==> src/core/gpp_pkg.sv <==
package gpp_pkg;

    localparam logic [15:0] GPP_PROTO_ID     = 16'h0001;
    localparam logic [7:0]  GPP_END_MARK     = 8'h00;
    localparam logic [7:0]  GPP_EV_LEAVE_ALL = 8'h00;
    localparam logic [7:0]  GPP_EV_JOIN_EMPT = 8'h01;
    localparam logic [7:0]  GPP_EV_JOIN_IN   = 8'h02;
    localparam logic [7:0]  GPP_EV_LEAVE_EMP = 8'h03;
    localparam logic [7:0]  GPP_EV_LEAVE_IN  = 8'h04;
    localparam logic [7:0]  GPP_EV_EMPTY     = 8'h05;
    localparam logic [7:0]  GPP_LEN_MIN      = 8'h02;
    localparam logic [3:0]  GPP_VAL_MAX      = 4'h8;
    localparam logic [10:0] GPP_FRAME_MAX    = 11'h040;
    localparam logic [10:0] GPP_TAIL_LEN     = 11'h002;
    localparam logic [10:0] GPP_MSG_OPEN     = 11'h002;

    typedef enum logic [2:0] {
        GPP_P_PID0, GPP_P_PID1, GPP_P_TYPE, GPP_P_LEN,
        GPP_P_EV, GPP_P_VAL, GPP_P_SKIP
    } gpp_rx_e;

    typedef enum logic [3:0] {
        GPP_T_IDLE, GPP_T_TAKE, GPP_T_PID0, GPP_T_PID1, GPP_T_TYPE,
        GPP_T_LEN, GPP_T_EV, GPP_T_VAL, GPP_T_NEXT, GPP_T_ENDL, GPP_T_ENDP
    } gpp_tx_e;

    typedef struct packed {
        gpp_rx_e     st;
        logic [7:0]  pid_hi;
        logic [7:0]  mtype;
        logic        mknown;
        logic [7:0]  alen;
        logic [7:0]  rem;
        logic [7:0]  ev;
        logic [3:0]  idx;
        logic [63:0] val;
        logic        ev_valid;
        logic [7:0]  ev_type;
        logic [7:0]  ev_code;
        logic        ev_all;
        logic [63:0] ev_value;
        logic [7:0]  ev_vlen;
        logic        err;
        logic        fwd_valid;
        logic [7:0]  fwd_data;
        logic        fwd_last;
    } gpp_rx_s;

    typedef struct packed {
        gpp_tx_e     st;
        logic [10:0] pos;
        logic        start;
        logic        newmsg;
        logic        close;
        logic [7:0]  ctype;
        logic [7:0]  cev;
        logic [63:0] cval;
        logic [3:0]  cvlen;
        logic [3:0]  vcnt;
        logic        in_ready;
        logic        tx_valid;
        logic [7:0]  tx_data;
        logic        tx_last;
        logic        tx_is_type;
        logic        tx_is_len;
    } gpp_tx_s;

endpackage : gpp_pkg
==> src/core/gpp_framer.sv <==
`timescale 1ns/1ps
`default_nettype none
module gpp_framer
    import gpp_pkg::*;
(
    input  wire logic         clk,          // 250 MHz system clock
    input  wire logic         rst_b,        // Async reset, active low
    input  wire logic         rx_valid,     // Received octet present
    input  wire logic [7:0]   rx_data,      // Received octet
    input  wire logic         rx_last,      // Last octet of the frame
    input  wire logic         app_known,    // Application is implemented
    input  wire logic [255:0] type_known,   // Recognised attribute types
    output logic              ev_valid,     // Decoded event pulse
    output logic [7:0]        ev_type,      // Attribute type of event
    output logic [7:0]        ev_code,      // Event code
    output logic              ev_all,       // Event is leave-all
    output logic [63:0]       ev_value,     // Value, first octet on top
    output logic [7:0]        ev_vlen,      // Value length in octets
    output logic              rx_err,       // Malformed frame pulse
    output logic              fwd_valid,    // Forwarded octet present
    output logic [7:0]        fwd_data,     // Forwarded octet
    output logic              fwd_last,     // Forwarded frame end
    input  wire logic         tx_in_valid,  // Attribute offered to send
    input  wire logic [7:0]   tx_in_type,   // Its attribute type
    input  wire logic [7:0]   tx_in_event,  // Its event code
    input  wire logic [63:0]  tx_in_value,  // Value, first octet on top
    input  wire logic [3:0]   tx_in_vlen,   // Value length, 0 to 8
    output logic              tx_in_ready,  // Attribute taken
    output logic              tx_valid,     // Transmit octet present
    output logic [7:0]        tx_data,      // Transmit octet
    output logic              tx_last,      // Last octet of the frame
    input  wire logic         tx_ready      // Sink accepts octet
);

    gpp_rx_s r_q;
    gpp_rx_s r_d;
    gpp_tx_s t_q;
    gpp_tx_s t_d;
    logic        done;
    logic        adv;
    logic        emit;
    logic [7:0]  obyte;
    logic        okind_type;
    logic        okind_len;
    logic [10:0] need;
    logic [10:0] room;

    // Receive parser: one octet per cycle, no back-pressure
    always_comb
    begin
        r_d = r_q;
        done = 1'b0;
        r_d.ev_valid = 1'b0;
        r_d.err = 1'b0;
        r_d.fwd_valid = rx_valid & ~app_known;
        r_d.fwd_data = rx_data;
        r_d.fwd_last = rx_last;
        if (rx_valid)
        begin
            case (r_q.st)
                GPP_P_PID0:
                begin
                    r_d.pid_hi = rx_data;
                    r_d.st = GPP_P_PID1;
                end
                GPP_P_PID1:
                begin
                    if ({r_q.pid_hi, rx_data} == GPP_PROTO_ID)
                        r_d.st = GPP_P_TYPE;
                    else
                    begin
                        r_d.err = 1'b1;
                        r_d.st = GPP_P_SKIP;
                    end
                end
                GPP_P_TYPE:
                begin
                    if (rx_data == GPP_END_MARK)
                        r_d.st = GPP_P_SKIP;
                    else
                    begin
                        r_d.mtype = rx_data;
                        r_d.mknown = type_known[rx_data];
                        r_d.st = GPP_P_LEN;
                    end
                end
                GPP_P_LEN:
                begin
                    if (rx_data == GPP_END_MARK)
                        r_d.st = GPP_P_TYPE;
                    else if (rx_data < GPP_LEN_MIN)
                    begin
                        r_d.err = 1'b1;
                        r_d.st = GPP_P_SKIP;
                    end
                    else
                    begin
                        r_d.alen = rx_data;
                        r_d.rem = rx_data - GPP_LEN_MIN;
                        r_d.st = GPP_P_EV;
                    end
                end
                GPP_P_EV:
                begin
                    r_d.ev = rx_data;
                    r_d.idx = 4'h0;
                    r_d.val = 64'h0;
                    if (r_q.rem == 8'h00)
                    begin
                        done = 1'b1;
                        r_d.st = GPP_P_LEN;
                    end
                    else
                        r_d.st = GPP_P_VAL;
                end
                GPP_P_VAL:
                begin
                    // Octets past the buffer are counted but not kept
                    if (r_q.idx < GPP_VAL_MAX)
                    begin
                        r_d.val[(7 - r_q.idx[2:0]) * 8 +: 8] = rx_data;
                        r_d.idx = r_q.idx + 4'h1;
                    end
                    r_d.rem = r_q.rem - 8'h01;
                    if (r_q.rem == 8'h01)
                    begin
                        done = 1'b1;
                        r_d.st = GPP_P_LEN;
                    end
                end
                GPP_P_SKIP:
                    r_d.st = GPP_P_SKIP;
                default:
                    r_d.st = GPP_P_PID0;
            endcase
            if (rx_last)
                r_d.st = GPP_P_PID0;
        end
        // Partial attributes never reach done, so they vanish here
        if (done && app_known && r_q.mknown
            && r_d.ev <= GPP_EV_EMPTY)
        begin
            r_d.ev_valid = 1'b1;
            r_d.ev_type = r_q.mtype;
            r_d.ev_code = r_d.ev;
            r_d.ev_all = (r_d.ev == GPP_EV_LEAVE_ALL);
            r_d.ev_value = r_d.val;
            r_d.ev_vlen = r_q.alen - GPP_LEN_MIN;
        end
    end

    // Transmit packer; the output octet register holds while stalled
    always_comb
    begin
        t_d = t_q;
        adv = ~t_q.tx_valid | tx_ready;
        emit = 1'b0;
        obyte = GPP_END_MARK;
        okind_type = 1'b0;
        okind_len = 1'b0;
        need = 11'h0;
        room = GPP_FRAME_MAX - t_q.pos;
        t_d.in_ready = 1'b0;
        if (t_q.st == GPP_T_NEXT)
        begin
            if (tx_in_event == GPP_EV_LEAVE_ALL)
                need = {3'h0, GPP_LEN_MIN} + GPP_TAIL_LEN;
            else
                need = {3'h0, GPP_LEN_MIN} + {7'h0, tx_in_vlen} + GPP_TAIL_LEN;
            if (tx_in_type != t_q.ctype)
                need = need + GPP_MSG_OPEN;
        end
        case (t_q.st)
            GPP_T_IDLE:
            begin
                if (tx_in_valid)
                begin
                    t_d.start = 1'b1;
                    t_d.newmsg = 1'b1;
                    t_d.in_ready = 1'b1;
                    t_d.st = GPP_T_TAKE;
                end
            end
            GPP_T_TAKE:
            begin
                t_d.ctype = tx_in_type;
                t_d.cev = tx_in_event;
                t_d.cval = tx_in_value;
                t_d.cvlen = (tx_in_event == GPP_EV_LEAVE_ALL) ? 4'h0
                                                               : tx_in_vlen;
                t_d.vcnt = 4'h0;
                t_d.close = 1'b0;
                if (t_q.start)
                    t_d.st = GPP_T_PID0;
                else if (t_q.newmsg)
                    t_d.st = GPP_T_ENDL;
                else
                    t_d.st = GPP_T_LEN;
            end
            GPP_T_PID0:
            begin
                emit = 1'b1;
                obyte = GPP_PROTO_ID[15:8];
                if (adv)
                    t_d.st = GPP_T_PID1;
            end
            GPP_T_PID1:
            begin
                emit = 1'b1;
                obyte = GPP_PROTO_ID[7:0];
                if (adv)
                    t_d.st = GPP_T_TYPE;
            end
            GPP_T_TYPE:
            begin
                emit = 1'b1;
                okind_type = 1'b1;
                obyte = t_q.ctype;
                if (adv)
                    t_d.st = GPP_T_LEN;
            end
            GPP_T_LEN:
            begin
                emit = 1'b1;
                okind_len = 1'b1;
                obyte = GPP_LEN_MIN + {4'h0, t_q.cvlen};
                if (adv)
                    t_d.st = GPP_T_EV;
            end
            GPP_T_EV:
            begin
                emit = 1'b1;
                obyte = t_q.cev;
                if (adv)
                    t_d.st = (t_q.cvlen == 4'h0) ? GPP_T_NEXT : GPP_T_VAL;
            end
            GPP_T_VAL:
            begin
                emit = 1'b1;
                obyte = t_q.cval[63:56];
                if (adv)
                begin
                    t_d.cval = {t_q.cval[55:0], 8'h00};
                    t_d.vcnt = t_q.vcnt + 4'h1;
                    if (t_q.vcnt == t_q.cvlen - 4'h1)
                        t_d.st = GPP_T_NEXT;
                end
            end
            GPP_T_NEXT:
            begin
                // Whole attributes only: a tail that would not fit waits
                t_d.start = 1'b0;
                t_d.newmsg = (tx_in_type != t_q.ctype);
                if (tx_in_valid && need <= room)
                begin
                    t_d.in_ready = 1'b1;
                    t_d.st = GPP_T_TAKE;
                end
                else
                begin
                    t_d.close = 1'b1;
                    t_d.st = GPP_T_ENDL;
                end
            end
            GPP_T_ENDL:
            begin
                emit = 1'b1;
                obyte = GPP_END_MARK;
                if (adv)
                    t_d.st = t_q.close ? GPP_T_ENDP : GPP_T_TYPE;
            end
            GPP_T_ENDP:
            begin
                emit = 1'b1;
                obyte = GPP_END_MARK;
                if (adv)
                    t_d.st = GPP_T_IDLE;
            end
            default:
                t_d.st = GPP_T_IDLE;
        endcase
        if (adv)
        begin
            t_d.tx_valid = emit;
            t_d.tx_data = obyte;
            t_d.tx_last = emit && (t_q.st == GPP_T_ENDP);
            t_d.tx_is_type = okind_type;
            t_d.tx_is_len = okind_len;
            if (emit)
                t_d.pos = (t_q.st == GPP_T_ENDP) ? 11'h0 : t_q.pos + 11'h1;
        end
    end

    always_ff @(posedge clk or negedge rst_b)
    begin
        if (!rst_b)
        begin
            r_q <= '0;
            t_q <= '0;
        end
        else
        begin
            r_q <= r_d;
            t_q <= t_d;
        end
    end

    assign ev_valid    = r_q.ev_valid;
    assign ev_type     = r_q.ev_type;
    assign ev_code     = r_q.ev_code;
    assign ev_all      = r_q.ev_all;
    assign ev_value    = r_q.ev_value;
    assign ev_vlen     = r_q.ev_vlen;
    assign rx_err      = r_q.err;
    assign fwd_valid   = r_q.fwd_valid;
    assign fwd_data    = r_q.fwd_data;
    assign fwd_last    = r_q.fwd_last;
    assign tx_in_ready = t_q.in_ready;
    assign tx_valid    = t_q.tx_valid;
    assign tx_data     = t_q.tx_data;
    assign tx_last     = t_q.tx_last;
endmodule : gpp_framer
`default_nettype wire

==> config.mk <==
export PLATFORM = sky130hd
export DESIGN_NAME = gpp_framer
export DESIGN_NICKNAME = d
export VERILOG_FILES = /design/src/core/gpp_pkg.sv /design/src/core/gpp_framer.sv
export SDC_FILE = /design/constraint.sdc
export NUM_CORES = 1
export LEC_CHECK = 0
export BUFFER_PORTS_ARGS = -buffer_cell sky130_fd_sc_hd__buf_4
export CAP_MARGIN = 15
export CORE_AREA = 10 10 203 205
export CTS_CLUSTER_SIZE = 30
export DETAILED_ROUTE_END_ITERATION = 10
export DIE_AREA = 0 0 213 215
export PLACE_DENSITY_LB_ADDON = 0.08
export SKIP_LAST_GASP = 1
export SLEW_MARGIN = 30
export SYNTH_ARGS = -nofsm -noshare
export SYNTH_HDL_FRONTEND = slang
export SYNTH_SLANG_ARGS = --single-unit
==> constraint.sdc <==
create_clock -name clk -period 2.8 [get_ports clk]
set_clock_uncertainty 0.1 [all_clocks]
set_input_delay 0.14 -clock clk [delete_from_list [all_inputs] [get_ports clk]]
set_output_delay 0.14 -clock clk [all_outputs]
set_load 0.1 [all_outputs]
==> results.md <==
- Gr usage total: 0.258
- Die area: roughly 0.046 mm2
- TritonCTS Buffers: 37
- Initial antenna violation count: 3
- Clock slew at reported path FFs: 0.06 ns
- HP Class: in -> async
- Port Buffers: ~470
- Slowest stage delay, CP: 0.39 ns
- Die Height: about 220 um
- RR Startpoint: t_q[94]
- Largest net degree at the start of global routing: around 110
- Routed WL: between 60,000 and 70,000 um
- GR Overflow Total: 0
- Setup Viol. Count Final: 0
- EDFF count, synth: 0
- Clk_lat worst skew: 0.54 ns
- Placement Rows: 71
- Adder-cell share of the synthesized area: 0.0157
- Syn_area_per_cell: 9.99 um2
- Vias per cell: around 5.4
- Required time of the critical path: roughly 3.1 ns
- Critical path class: reg -> reg
- Crit-path max FO: 3
- VDD IR max: between 0.4 and 0.5 mV
- RSZ-0062 raised after global routing: yes
- Slowest-stage cell, CP: dfrtp_1
- Fin cells: 2,740
- H-tree depth: 2
- Post-synth top area share: 0.471
- Startpoint Class: flip-flop
- CP endpoint kind: flip-flop
- Number of synthesized register bits: between 300 and 400
- Simple-gate share of the synthesized area: 0.154
- Vias in the first global route: between 15,000 and 20,000
- Status: complete, no violations
- Layout cells sized above 1: 0.309
- CTS tree: yes
- Synth unique cells: 72
- Pre-Repair DR Iteration Count: 7
- Top cells by area, synth: dfrtp_1 (47%), nand2_1 (9.4%), mux2i_1 (5.9%), mux4_2 (5.6%), buf_4 (4.5%)
- Slew HR: 0.553
- Syn Nets: around 2,100
- CP Cell Sequence: xnor2_1, nand4_1, nor2_2, xnor2_1, nor2_1, ha_1, nor2b_1, o21a_1, o21a_1, o21a_1, o21ai_2, a21oi_2, a221o_1
- IO Pins: 467
- Post-synthesis compound-gate area fraction: 0.110
- Ys async rst share: 1.00
- Synth Instances: around 1,800
- Core area: approximately 0.037 mm2
- First DRT Iteration DRCs: about 1,100
- Fin. Hold Viols: 0
- Sequential element share of the synthesized area: 0.471
- CP most frequent cell: o21a_1
- Placed insts: between 2,000 and 3,000
- Power density over the cells: 727 mW/mm2
- Worst EP arrival: 3.07 ns
- Dominant cell type by area after synthesis: dfrtp_1
- CTS sink cnt: 330
- Max Clock Freq: 364 MHz
- Nets: ~2,600
- Max clock buf depth: 3
- Reg2Reg Capture Point: t_q[118]
- Routed via count: about 15,000
- Mux contribution to synthesized area: 0.151
- Remaining DRCs: 0
- First-pass GRT wire length: 92,400 um
- Final worst path period share: 0.982
- Reg-to-reg slack, setup: a little over 0.05 ns
- Synthesized area: 0.0175 mm2
- Area Growth Syn to Fin: 33.8%
- Final WS setup: roughly 0.050 ns
- Yosys warning count: 0
- Die Wd: 213 um
- Slew Limit Fails: 0
- DP HPWL: about 45,000 um
- DR WL/cell: 22.0 um
- Worst slack, placed: -0.224 ns
- Antenna viol nets, final: 0
- Initial Util: 0.471
- Largest family of logic cells by synthesized area: simple AND/OR/NAND/NOR gates
- Most common cell after layout, fill and taps aside: buf_4
- Most frequent cells in the layout: buf_4 (539), nand2_1 (437), dfrtp_1 (330), o21ai_0 (130), mux2i_1 (101)
- Final Power: 17.1 mW
- Area after DPL: ~0.021 mm2
- Pin slew with the least headroom to its limit: about 0.67 ns
- Min Tclk post-route: ~2.7 ns
- Primary FF master, synth: dfrtp_1
- Max Cap Viol: 0
- Setup TNS: 0 ns
- Post-Synth XOR/XNOR Area: 0.0195
- Worst R2R Path Depth: 13
- CTS root buf: clkbuf_16
- Gpl congestion: around 0.9
- Final Cell Area: roughly 0.023 mm2
- Leak: 11.9 nW
-- cell usage after synthesis (all sizes together), types with 3 or more instances --
cell type,number
a211oi,5
a21oi,39
a221oi,3
a22o,48
a22oi,6
a31oi,4
and2,9
and3,7
buf,146
clkbuf,60
dfrtp,330
ha,22
inv,31
mux2,32
mux2i,103
mux4,54
nand2,439
nand2b,8
nand3,22
nand4,12
nor2,61
nor2b,13
nor3,16
nor3b,7
nor4,9
o211ai,3
o21a,4
o21ai,157
o221ai,10
o22a,3
o22ai,9
or3,14
or4,3
xnor2,23
xor2,16
-- how the worst max path moves through the flow --
stage / endpoint / startpoint / slack (ns)
2_1_floorplan: t_q[118] / t_q[93] / 0.08
3_3_place_gp: t_q[118] / tx_in_event[5] / -0.22
3_5_place_dp: t_q[118] / tx_in_event[5] / -0.22
4_1_cts: t_q[118] / t_q[98] / 0.02
5_1_grt: t_q[118] / t_q[94] / -0.12
6_report: t_q[118] / t_q[94] / 0.05
-- critical path: cells and delay by family (launching register included) --
kind,cells,cell delay [ns]
AOI/OAI and AO/OA,6,1.02
xor gates and xnor gates,2,0.30
and+or+nand+nor,4,0.53
DFF,1,0.39
adders and majority gates,1,0.30
-- routing by layer --
metal  routed length, um  track usage  part of all wire
met1               25400        0.328              0.42
met2               29900        0.435              0.50
met3                3890       0.0610             0.065
met4                1180       0.0590             0.020
met5                   0            0                 0
-- through the flow --
stage	hold slack, ns	utilization
detailed placement	0.0753	0.567
finish	0.0857	0.630
global placement	0.0625	0.567
global route	0.152	0.630
CTS	0.104	0.627
floorplan	-0.256	-
-- flip-flops by register name (all words and copies together) (netlist names) --
| register | cells |
|---|---|
| fwd_last | 1 |
| fwd_data | 8 |
| r_q | 112 |
| ev_type | 8 |
| ev_code | 8 |
| fwd_valid | 1 |
| tx_valid | 1 |
| ev_value | 64 |
| tx_data | 8 |
| tx_in_ready | 1 |
| t_q | 106 |
| rx_err | 1 |
| ev_valid | 1 |
| ev_all | 1 |
| tx_last | 1 |
| ev_vlen | 8 |
-- timing repair --
action	CTS	global route
endpoints found under the setup margin	1	14
gates cloned	0	1
setup buffers	1	9
hold buffers	100	0
pin swaps	8	7
hold endpoints to repair	219	0
resized for setup	2	11
-- area by class of cell --
type / instances / area (um2)
inverters: 31 / 116
clock buffers: 52 / 1050
clock inverters: 11 / 163
multi-input cells: 1188 / 7970
well taps: 474 / 593
fillers: 3112 / 13800
repair buffers: 652 / 5310
flip-flops and latches: 330 / 8260
diodes: 2 / 5.00
-- cell families after synthesis --
kind of cell,count (synthesis)
flops,330
simple gates,628
xor+xnor,39
fa+ha+maj,22
buf+inv,237
mux,189
compound gates,310
-- where the power goes --
group / total (mW) / switching [mW] / internal, mW
sequential: 6.59 / 0.722 / 5.87
combinational: 5.63 / 3.17 / 2.46
clock: 4.84 / 2.01 / 2.84
(Power assumes the default switching activity.)
